===== config.mk =====
export PLATFORM = sky130hd
export DESIGN_NAME = hlt_timer
export DESIGN_NICKNAME = d
export VERILOG_FILES = /design/src/rtl/hlt_timer_pkg.sv /design/src/rtl/hlt_src_sel.sv /design/src/rtl/hlt_timer.sv
export VERILOG_INCLUDE_DIRS = /design/src /design/src/rtl
export SDC_FILE = /design/constraint.sdc
export NUM_CORES = 1
export LEC_CHECK = 0
export BUFFER_PORTS_ARGS = -buffer_cell sky130_fd_sc_hd__buf_4
export CAP_MARGIN = 20
export CORE_UTILIZATION = 56
export CTS_BUF_LIST = sky130_fd_sc_hd__clkbuf_8
export DETAILED_ROUTE_END_ITERATION = 10
export HOLD_SLACK_MARGIN = 0.1
export PLACE_DENSITY = 0.88
export SYNTH_ARGS = -nofsm -noshare
export SYNTH_HDL_FRONTEND = slang
export SYNTH_SLANG_ARGS = --single-unit

===== constraint.sdc =====
create_clock -name sys_clk -period 5 [get_ports sys_clk]
set_input_delay 0.5 -clock sys_clk [delete_from_list [all_inputs] [get_ports sys_clk]]
set_output_delay 0.5 -clock sys_clk [all_outputs]
set_load 0.005 [all_outputs]

===== src/rtl/hlt_timer_cfg.svh =====
// Offsets, reset values, mode codes, timing counts and responses of the timer
`ifndef HLT_TIMER_CFG_SVH
`define HLT_TIMER_CFG_SVH
`define HLT_IDX_COUNTER   12'hFBA
`define HLT_IDX_PERIOD    12'hFBB
`define HLT_IDX_CONTROL   12'hFBC
`define HLT_IDX_LIMIT     12'hFBD
`define HLT_IDX_CLKSEL    12'hFBE
`define HLT_IDX_RSTSEL    12'hFBF
`define HLT_RST_COUNTER   8'h00
`define HLT_RST_PERIOD    8'hFF
`define HLT_RST_CONTROL   8'h00
`define HLT_RST_LIMIT     8'h00
`define HLT_RST_SEL       5'h00
`define HLT_MODE_EDGE_R   5'h11
`define HLT_MODE_EDGE_F   5'h12
`define HLT_MODE_EDGE_RF  5'h13
`define HLT_MODE_LVL_LO   5'h16
`define HLT_MODE_LVL_HI   5'h17
`define HLT_INSTR_DIV     2'h3
`define HLT_RESP_OKAY     2'h0
`define HLT_RESP_SLVERR   2'h2
`endif


===== src/rtl/hlt_timer_pkg.sv =====
// Types shared by the hardware limit timer files
package hlt_timer_pkg;
    typedef struct packed {
        logic       on;
        logic [2:0] prescale_select;
        logic [3:0] postscale_select;
    } hlt_control_t;

    typedef struct packed {
        logic       prescaler_sync_enable;
        logic       clock_edge_polarity;
        logic       enable_sync_enable;
        logic [4:0] mode;
    } hlt_limit_t;

    typedef enum logic [1:0] {
        HLT_IDLE,
        HLT_ARMED,
        HLT_RUN
    } hlt_state_t;
endpackage


===== src/rtl/hlt_src_sel.sv =====
// Clock and external reset source selection with edge detection
`timescale 1ns/1ns
module hlt_src_sel (
    input  wire logic        sys_clk,
    input  wire logic        reset_n,
    input  wire logic [31:0] clkSources,
    input  wire logic [31:0] rstSources,
    input  wire logic [4:0]  clkSel,
    input  wire logic [4:0]  rstSel,
    input  wire logic        fallingEdge,
    output logic             srcTick,
    output logic             extLevel,
    output logic             extRise,
    output logic             extFall
);
    logic clkPrev_ff;
    logic extPrev_ff;
    logic clkNow;

    assign clkNow   = clkSources[clkSel];
    assign extLevel = rstSources[rstSel];

    always_ff @(posedge sys_clk or negedge reset_n) begin
        if (!reset_n) begin
            clkPrev_ff <= 1'b0;
            extPrev_ff <= 1'b0;
        end else begin
            clkPrev_ff <= clkNow;
            extPrev_ff <= extLevel;
        end
    end

    // Chosen edge of the selected source advances the prescaler
    assign srcTick = fallingEdge ? (clkPrev_ff & ~clkNow)
                                 : (~clkPrev_ff & clkNow);
    assign extRise = ~extPrev_ff & extLevel;
    assign extFall = extPrev_ff & ~extLevel;
endmodule // hlt_src_sel


===== src/rtl/hlt_timer.sv =====
// 8-bit period timer with hardware limit control and AXI4-Lite registers
//
// How it works
// - Enable bit low holds the timer off with prescaler, postscaler and state reset.
// - Prescale field divides the input clock by two to its power.
// - Postscale field n divides period events by n plus one.
// - One-shot level modes clear the enable bit by hardware.
// - Prescaler sync bit aligns prescaler output to oscillator/4.
// - With prescaler sync set, the timer halts during Sleep.
// - Polarity bit picks falling (1) or rising (0) input edge.
// - Enable sync bit syncs the enable bit to input clock.
// - With enable sync, counting starts two input clocks later.
// - Counting follows the enable bit; stopping keeps the count.
// - After counter equals period, next timer clock clears it.
// - Five-bit mode field selects free, monostable, one-shot.
// - Clock source register low five bits select the clock.
// - Reset source register low five bits select external reset.
// - Eight-bit period register sets the wrap value.
// - Without prescaler sync, the timer keeps running in Sleep.
`timescale 1ns/1ns
`include "hlt_timer_cfg.svh"
module hlt_timer (
    input  wire logic        sys_clk,
    input  wire logic        reset_n,
    input  wire logic [13:0] s_axi_awaddr,
    input  wire logic        s_axi_awvalid,
    output logic             s_axi_awready,
    input  wire logic [31:0] s_axi_wdata,
    input  wire logic [3:0]  s_axi_wstrb,
    input  wire logic        s_axi_wvalid,
    output logic             s_axi_wready,
    output logic [1:0]       s_axi_bresp,
    output logic             s_axi_bvalid,
    input  wire logic        s_axi_bready,
    input  wire logic [13:0] s_axi_araddr,
    input  wire logic        s_axi_arvalid,
    output logic             s_axi_arready,
    output logic [31:0]      s_axi_rdata,
    output logic [1:0]       s_axi_rresp,
    output logic             s_axi_rvalid,
    input  wire logic        s_axi_rready,
    input  wire logic [31:0] clkSources,
    input  wire logic [31:0] rstSources,
    input  wire logic        sleepMode,
    output logic             periodEvent,
    output logic             timerRunning
);
    hlt_timer_pkg::hlt_control_t control_ff;
    hlt_timer_pkg::hlt_limit_t   limit_ff;
    hlt_timer_pkg::hlt_state_t   state_ff, nxt_state;
    logic [4:0]  clkSel_ff, rstSel_ff;
    logic [7:0]  period_ff, counter_ff;
    logic [6:0]  preCnt_ff;
    logic [3:0]  postCnt_ff;
    logic [1:0]  onSync_ff, instrDiv_ff, bresp_ff, rresp_ff;
    logic        prePend_ff, bvalid_ff, rvalid_ff;
    logic [31:0] rdata_ff;
    logic        periodEvent_ff, running_ff;
    logic        srcTick, extLevel, extRise, extFall, rdFire, rdKnown;
    logic        wrFire, wrLane, wrCounter, wrPeriod, wrControl, wrKnown;
    logic [11:0] wrIdx, rdIdx;
    logic [7:0]  rdByte;
    logic [6:0]  preMask;
    logic        onEff, sleepBlock, preActive, preOut, instrEn, timerTick;
    logic        edgeMode, levelMode, startEdge, extAtReset;
    logic        countTick, matchTick, scalerClear;
    hlt_src_sel u_src_sel (
        .sys_clk     (sys_clk),
        .reset_n     (reset_n),
        .clkSources  (clkSources),
        .rstSources  (rstSources),
        .clkSel      (clkSel_ff),
        .rstSel      (rstSel_ff),
        .fallingEdge (limit_ff.clock_edge_polarity),
        .srcTick     (srcTick),
        .extLevel    (extLevel),
        .extRise     (extRise),
        .extFall     (extFall)
    );

    // Write address and data are taken together in one cycle
    assign wrFire = s_axi_awvalid & s_axi_wvalid & ~bvalid_ff;
    assign s_axi_awready = wrFire;
    assign s_axi_wready  = wrFire;
    assign wrIdx  = s_axi_awaddr[13:2];
    assign wrLane = wrFire & s_axi_wstrb[0];
    assign wrKnown = (wrIdx >= `HLT_IDX_COUNTER)
                   && (wrIdx <= `HLT_IDX_RSTSEL);
    assign wrCounter = wrLane && (wrIdx == `HLT_IDX_COUNTER);
    assign wrPeriod  = wrLane && (wrIdx == `HLT_IDX_PERIOD);
    assign wrControl = wrLane && (wrIdx == `HLT_IDX_CONTROL);

    always_ff @(posedge sys_clk or negedge reset_n) begin
        if (!reset_n) begin
            bvalid_ff <= 1'b0;
            bresp_ff  <= `HLT_RESP_OKAY;
        end else if (wrFire) begin
            bvalid_ff <= 1'b1;
            bresp_ff  <= wrKnown ? `HLT_RESP_OKAY : `HLT_RESP_SLVERR;
        end else if (s_axi_bready) begin
            bvalid_ff <= 1'b0;
        end
    end
    assign s_axi_bvalid = bvalid_ff;
    assign s_axi_bresp  = bresp_ff;

    assign s_axi_arready = ~rvalid_ff;
    assign rdFire = s_axi_arvalid & ~rvalid_ff;
    assign rdIdx  = s_axi_araddr[13:2];
    assign rdKnown = (rdIdx >= `HLT_IDX_COUNTER)
                   && (rdIdx <= `HLT_IDX_RSTSEL);

    always_comb begin
        rdByte = 8'h00;
        unique case (rdIdx)
            `HLT_IDX_COUNTER: rdByte = counter_ff;
            `HLT_IDX_PERIOD:  rdByte = period_ff;
            `HLT_IDX_CONTROL: rdByte = control_ff;
            `HLT_IDX_LIMIT:   rdByte = limit_ff;
            `HLT_IDX_CLKSEL:  rdByte = {3'h0, clkSel_ff};
            `HLT_IDX_RSTSEL:  rdByte = {3'h0, rstSel_ff};
            default:          rdByte = 8'h00;
        endcase
    end

    always_ff @(posedge sys_clk or negedge reset_n) begin
        if (!reset_n) begin
            rvalid_ff <= 1'b0;
            rresp_ff  <= `HLT_RESP_OKAY;
            rdata_ff  <= 32'h0000_0000;
        end else if (rdFire) begin
            rvalid_ff <= 1'b1;
            rresp_ff  <= rdKnown ? `HLT_RESP_OKAY : `HLT_RESP_SLVERR;
            rdata_ff  <= {24'h00_0000, rdByte};
        end else if (s_axi_rready) begin
            rvalid_ff <= 1'b0;
        end
    end
    assign s_axi_rvalid = rvalid_ff;
    assign s_axi_rresp  = rresp_ff;
    assign s_axi_rdata  = rdata_ff;

    // Configuration registers
    always_ff @(posedge sys_clk or negedge reset_n) begin
        if (!reset_n) begin
            limit_ff  <= `HLT_RST_LIMIT;
            clkSel_ff <= `HLT_RST_SEL;
            rstSel_ff <= `HLT_RST_SEL;
            period_ff <= `HLT_RST_PERIOD;
        end else if (wrLane) begin
            if (wrIdx == `HLT_IDX_LIMIT)
                limit_ff <= s_axi_wdata[7:0];
            if (wrIdx == `HLT_IDX_CLKSEL)
                clkSel_ff <= s_axi_wdata[4:0];
            if (wrIdx == `HLT_IDX_RSTSEL)
                rstSel_ff <= s_axi_wdata[4:0];
            if (wrPeriod)
                period_ff <= s_axi_wdata[7:0];
        end
    end

    // A software write wins over the hardware clear in the same cycle
    always_ff @(posedge sys_clk or negedge reset_n) begin
        if (!reset_n) begin
            control_ff <= `HLT_RST_CONTROL;
        end else if (wrControl) begin
            control_ff <= s_axi_wdata[7:0];
        end else if (levelMode && matchTick) begin
            control_ff.on <= 1'b0;
        end
    end

    // Mode decode
    assign edgeMode = (limit_ff.mode == `HLT_MODE_EDGE_R)
                   || (limit_ff.mode == `HLT_MODE_EDGE_F)
                   || (limit_ff.mode == `HLT_MODE_EDGE_RF);
    assign levelMode = (limit_ff.mode == `HLT_MODE_LVL_LO)
                    || (limit_ff.mode == `HLT_MODE_LVL_HI);
    always_comb begin
        startEdge = 1'b0;
        unique case (limit_ff.mode)
            `HLT_MODE_EDGE_R:  startEdge = extRise;
            `HLT_MODE_EDGE_F:  startEdge = extFall;
            `HLT_MODE_EDGE_RF: startEdge = extRise | extFall;
            default:           startEdge = 1'b0;
        endcase
    end
    assign extAtReset = levelMode
        && (extLevel == (limit_ff.mode == `HLT_MODE_LVL_HI));

    // Enable passes two selected-clock edges before taking effect
    always_ff @(posedge sys_clk or negedge reset_n) begin
        if (!reset_n) begin
            onSync_ff <= 2'b00;
        end else if (!control_ff.on) begin
            onSync_ff <= 2'b00;
        end else if (srcTick) begin
            onSync_ff <= {onSync_ff[0], 1'b1};
        end
    end
    assign onEff = limit_ff.enable_sync_enable ? onSync_ff[1]
                                               : control_ff.on;
    // Sleep stops the timer only when its output is tied to the core clock
    assign sleepBlock = limit_ff.prescaler_sync_enable & sleepMode;
    assign preActive  = onEff & ~sleepBlock;
    assign scalerClear = ~control_ff.on | wrCounter | wrPeriod;

    // Prescaler
    assign preMask = 7'((8'h01 << control_ff.prescale_select) - 8'h01);
    assign preOut  = preActive && srcTick
                  && ((preCnt_ff & preMask) == preMask);
    always_ff @(posedge sys_clk or negedge reset_n) begin
        if (!reset_n) begin
            preCnt_ff <= 7'h00;
        end else if (scalerClear) begin
            preCnt_ff <= 7'h00;
        end else if (preActive && srcTick) begin
            preCnt_ff <= preCnt_ff + 7'h01;
        end
    end

    // Instruction clock enable and prescaler output alignment
    always_ff @(posedge sys_clk or negedge reset_n) begin
        if (!reset_n) begin
            instrDiv_ff <= 2'h0;
        end else begin
            instrDiv_ff <= instrDiv_ff + 2'h1;
        end
    end
    assign instrEn = (instrDiv_ff == `HLT_INSTR_DIV);
    always_ff @(posedge sys_clk or negedge reset_n) begin
        if (!reset_n) begin
            prePend_ff <= 1'b0;
        end else if (scalerClear || !limit_ff.prescaler_sync_enable) begin
            prePend_ff <= 1'b0;
        end else begin
            prePend_ff <= preOut | (prePend_ff & ~instrEn);
        end
    end
    assign timerTick = limit_ff.prescaler_sync_enable
                     ? (prePend_ff & instrEn & ~sleepBlock)
                     : preOut;

    // Start and stop control
    always_comb begin
        nxt_state = state_ff;
        unique case (state_ff)
            hlt_timer_pkg::HLT_IDLE:
                if (onEff)
                    nxt_state = edgeMode ? hlt_timer_pkg::HLT_ARMED
                                         : hlt_timer_pkg::HLT_RUN;
            hlt_timer_pkg::HLT_ARMED:
                if (startEdge)
                    nxt_state = hlt_timer_pkg::HLT_RUN;
            hlt_timer_pkg::HLT_RUN:
                if (matchTick && edgeMode)
                    nxt_state = hlt_timer_pkg::HLT_ARMED;
                else if (matchTick && levelMode)
                    nxt_state = hlt_timer_pkg::HLT_IDLE;
        endcase
        if (!onEff)
            nxt_state = hlt_timer_pkg::HLT_IDLE;
    end
    always_ff @(posedge sys_clk or negedge reset_n) begin
        if (!reset_n) begin
            state_ff <= hlt_timer_pkg::HLT_IDLE;
        end else if (!control_ff.on) begin
            state_ff <= hlt_timer_pkg::HLT_IDLE;
        end else begin
            state_ff <= nxt_state;
        end
    end

    // Counter
    assign countTick = timerTick && !extAtReset && control_ff.on
                    && (state_ff == hlt_timer_pkg::HLT_RUN);
    assign matchTick = countTick && (counter_ff == period_ff);
    always_ff @(posedge sys_clk or negedge reset_n) begin
        if (!reset_n) begin
            counter_ff <= `HLT_RST_COUNTER;
        end else if (wrCounter) begin
            counter_ff <= s_axi_wdata[7:0];
        end else if (extAtReset && control_ff.on) begin
            counter_ff <= 8'h00;
        end else if (matchTick) begin
            counter_ff <= 8'h00;
        end else if (countTick) begin
            counter_ff <= counter_ff + 8'h01;
        end
    end

    // Postscaler
    always_ff @(posedge sys_clk or negedge reset_n) begin
        if (!reset_n) begin
            postCnt_ff     <= 4'h0;
            periodEvent_ff <= 1'b0;
        end else if (scalerClear) begin
            postCnt_ff     <= 4'h0;
            periodEvent_ff <= 1'b0;
        end else begin
            periodEvent_ff <= 1'b0;
            if (matchTick) begin
                if (postCnt_ff == control_ff.postscale_select) begin
                    postCnt_ff     <= 4'h0;
                    periodEvent_ff <= 1'b1;
                end else begin
                    postCnt_ff <= postCnt_ff + 4'h1;
                end
            end
        end
    end
    assign periodEvent = periodEvent_ff;

    always_ff @(posedge sys_clk or negedge reset_n) begin
        if (!reset_n) begin
            running_ff <= 1'b0;
        end else begin
            running_ff <= (nxt_state == hlt_timer_pkg::HLT_RUN)
                          && control_ff.on;
        end
    end
    assign timerRunning = running_ff;

    off_clears_scalers_a: assert property (
        @(posedge sys_clk) disable iff (!reset_n)
        !control_ff.on |=> (preCnt_ff == 7'h00) && (postCnt_ff == 4'h0)
                           && (state_ff == hlt_timer_pkg::HLT_IDLE))
        else $error("Timer off but scaler or state not reset");
    prescale_one_a: assert property (
        @(posedge sys_clk) disable iff (!reset_n)
        (control_ff.prescale_select == 3'h0) && preActive && srcTick
            |-> preOut)
        else $error("Divide by one prescaler missed an input edge");
    postscale_event_a: assert property (
        @(posedge sys_clk) disable iff (!reset_n)
        matchTick && !scalerClear
            |=> periodEvent == ($past(postCnt_ff)
                == $past(control_ff.postscale_select)))
        else $error("Postscaler output does not match its setting");
    hw_clear_on_a: assert property (
        @(posedge sys_clk) disable iff (!reset_n)
        levelMode && matchTick && !wrControl |=> !control_ff.on)
        else $error("One-shot match did not clear enable");
    prescaler_sync_enable_aligned_a: assert property (
        @(posedge sys_clk) disable iff (!reset_n)
        limit_ff.prescaler_sync_enable && timerTick |-> instrEn)
        else $error("Synchronised tick off the instruction clock");
    sleep_halts_a: assert property (
        @(posedge sys_clk) disable iff (!reset_n)
        sleepBlock && !wrCounter |=> $stable(counter_ff))
        else $error("Counter moved in Sleep with prescaler sync");
    enable_sync_enable_delay_a: assert property (
        @(posedge sys_clk) disable iff (!reset_n)
        limit_ff.enable_sync_enable && $rose(control_ff.on)
            |-> !onEff ##1 !onEff)
        else $error("Synchronised enable took effect too early");
    period_wrap_a: assert property (
        @(posedge sys_clk) disable iff (!reset_n)
        matchTick && !wrCounter |=> counter_ff == 8'h00)
        else $error("Counter did not wrap after period match");
    stop_keeps_a: assert property (
        @(posedge sys_clk) disable iff (!reset_n)
        !control_ff.on && !wrCounter |=> $stable(counter_ff))
        else $error("Counter changed while timer off");
    write_resets_a: assert property (
        @(posedge sys_clk) disable iff (!reset_n)
        wrPeriod || wrCounter |=> preCnt_ff == 7'h00)
        else $error("Prescaler not reset by counter or period write");
endmodule // hlt_timer


==> results.ini <==
[outcome]
status = finished with violations
violations = design-rule violations

[worst_setup_path]
arrival_ns = 3.70
startpoint_type = flop
worst-path-buf-inv = 0
cp_slowest_cell = a311oi_2
crit_required_ns = 5.28
critPathCaptureType = flop
slowest_delay_ns = 0.61
crit_chain = or3_1, ha_1, nor2_1, a31oi_1, o211ai_1, nor4_2, or3b_4, a311oi_2, nand3_1, o2bb2ai_1
critPathMaxFanout = 9
worstSetupPathType = flop to flop
path_delay_family = simple AND/OR/NAND/NOR gates

[timing]
setup_viol = 0
timing.setup.tns_ns = 0
skew_ns = 0.0123
max_freq_ghz = 0.292
timing.final.crit_share_pct = 68.4
relSlewSlack_pct = 37.0
fin_crit_ns = 3.42
tightest_slew_ns = 0.945
finalHoldViolations = 0
rsz0062_at_grt = false
finalMaxSlewViolations = 0

[logic_synthesis]
postSynthCellCount = 539
avgSynthCellArea_um2 = 9.51
ys_ff_latch = 76
ys_types = 63
synth_warnings = 0
ys_seq_area_share_pct = 37.3
synth_async_sr_flop_share_pct = 100
syn_area_mm2 = 0.00512
synth_edf_count = 0
ys.flop_type = dfrtp_1

[clocking]
cts_resized = 0
clkTransAtPathRegs_ns = 0.08
post_cts_buffers = 0
cts_buffers = 9
postCtsHoldBufs = 0
cts_max_level = 3
cts_tree = built
cts.sink_count = 76
cts-root-buf = clkbuf_8
cts_buffer_depth = 2
insertion_delay_ns = 0.36

[global_routing]
gr-total-overflow = 0
grt_usage_pct = 28.7
grt_pass1_vias = 4551
grt_max_degree = 77
grt_antenna_before_repair = 0
grt_pass1_wl_mm = 21.7

[die]
placementRows = 34
dieHeight_um = 97.7
num_io_pins = 179
core_area_mm2 = 0.00881
start_util_pct = 58.2
die_w_um = 97.7
die-area_mm2 = 0.00954

[routing]
drt_iter0_drc = 299
drc = 30
first_pass_iters = 8
via_per_inst = 6.14
wl_per_cell_um = 17.4
vias = 4663
wirelength_mm = 13.2
ant_nets = 0

[layout]
nets = 791
drive_above_1_share_pct = 29.0
areaGrowthSynthToFinish_pct = 19.5
n_antenna_cell = 0
layout_commonest_cell = buf_4
fin_cells = 759
final_cell_mix = 121 x buf_4, 68 x dfrtp_1, 54 x nand2_1

[run]
max_cap_violations = 0

[placement]
numPortBuffers = 121
gp_congestion = 0.879
dp.cells = 742
hpwl_mm = 9.77

[pwr]
cellLeakagePower_uw = 0.00266
peakVddDrop_v = 0.000108
power_density_mw_per_mm2 = 193

[hold_path]
hp-class = input pin to async pin

-- sequential cells by signal, indices dropped and copies added, names as in the netlist, 5 cells and up --
signal       cells
counter_ff       8
control_ff       8
preCnt_ff        7
rstSel_ff        5
period_ff        8
s_axi_rdata      8
limit_ff         8
clkSel_ff        5
-- layer usage --
metal,GRT usage (%),vias up,wire (um)
met5,0,-,0
met4,14.2,0,410
met3,4.75,39,961
met2,49.4,246,6560
met1,34.9,2252,5280
li1,-,2126,-
-- Yosys cell counts, drive strengths merged, types with 2 or more instances --
master / instances / area (um2)
a22oi: 8 / 60.1
nand3b: 10 / 75.1
clkbuf: 15 / 56.3
nor2b: 9 / 56.3
a21boi: 4 / 30.0
mux2: 33 / 372
a2111oi: 2 / 17.5
a21o: 3 / 22.5
a21oi: 15 / 75.1
a221oi: 3 / 26.3
nand2b: 7 / 43.8
o211ai: 10 / 75.1
dfrtp: 68 / 1700
o2bb2ai: 2 / 17.5
nor3b: 5 / 37.5
inv: 17 / 63.8
nand4: 8 / 50.1
ha: 9 / 113
a311oi: 2 / 23.8
nor2: 31 / 116
nor3: 6 / 30.0
a21bo: 2 / 20.0
xnor2: 19 / 166
o21ai: 25 / 125
o22ai: 6 / 37.5
dfstp: 8 / 210
o21a: 2 / 15.0
and2: 5 / 31.3
nand2: 54 / 203
o311ai: 7 / 68.8
a211oi: 6 / 45.0
mux2i: 51 / 514
or3: 3 / 18.8
a31oi: 6 / 37.5
and3: 6 / 42.5
nand3: 19 / 95.1
buf: 36 / 273
-- cells by family (layout without fill, tap and decap cells) --
| group | after synthesis | after routing | synth area share (%) |
|---|---|---|---|
| and+or+nand+nor | 171 | 171 | 17.1 |
| xor gates and xnor gates | 20 | 20 | 3.42 |
| muxes | 84 | 84 | 17.3 |
| adders and majority gates | 9 | 9 | 2.20 |
| buffers and inverters | 68 | 155 | 7.67 |
| AOI/OAI and AO/OA | 110 | 110 | 14.9 |
| other | 1 | 26 | 0.0732 |
| DFF | 76 | 76 | 37.3 |
-- per-stage QoR --
step	cell area (um2)	setup slack [ns]	total power, uW	utilization (%)	hold WS (ns)
after CTS	6110	1.64	1190	69.4	0.313
after detailed placement	5930	1.67	761	67.4	0.419
after floorplan	5220	1.86	683	-	0.204
final	6120	1.58	1180	69.5	0.277
after global placement	5930	1.85	757	67.4	0.411
after global routing	6120	1.45	1230	69.5	0.324
-- area by class of cell --
| type | count | area, um2 |
|---|---|---|
| Clock buffer | 11 | 151 |
| Clock inverter | 5 | 30.0 |
| Fill cell | 671 | 2680 |
| Inverter | 17 | 63.8 |
| Multi-Input combinational cell | 420 | 2910 |
| Sequential cell | 76 | 1910 |
| Tap cell | 108 | 135 |
| Timing Repair Buffer | 122 | 916 |
-- final timing paths --
| path | startpoint | endpoint | slack, ns | depth (start not counted) |
|---|---|---|---|---|
| max | control_ff[5]$_DFFE_PN0P_ | postCnt_ff[1]$_DFFE_PN0P_ | 1.58 | 10 |
| min | reset_n | clkSel_ff[0]$_DFFE_PN0P_ | 0.28 | 1 |
| max reg2reg | control_ff[5]$_DFFE_PN0P_ | postCnt_ff[1]$_DFFE_PN0P_ | 1.58 | 10 |
| min reg2reg | instrDiv_ff[0]$_DFF_PN0_ | instrDiv_ff[0]$_DFF_PN0_ | 0.43 | 1 |
| max in group asynchronous | reset_n | s_axi_bresp[1]$_DFFE_PN0P_ | 4.10 | 1 |
| min in group sys_clk | s_axi_bready | s_axi_bvalid$_DFFE_PN0P_ | 0.31 | 2 |
-- power by group --
group	internal, uW	switching (uW)
combinational	69.5	58.8
clock	204	230
sequential	618	2.66
total	891	291
Note: power is estimated with default switching activity, not from simulation.
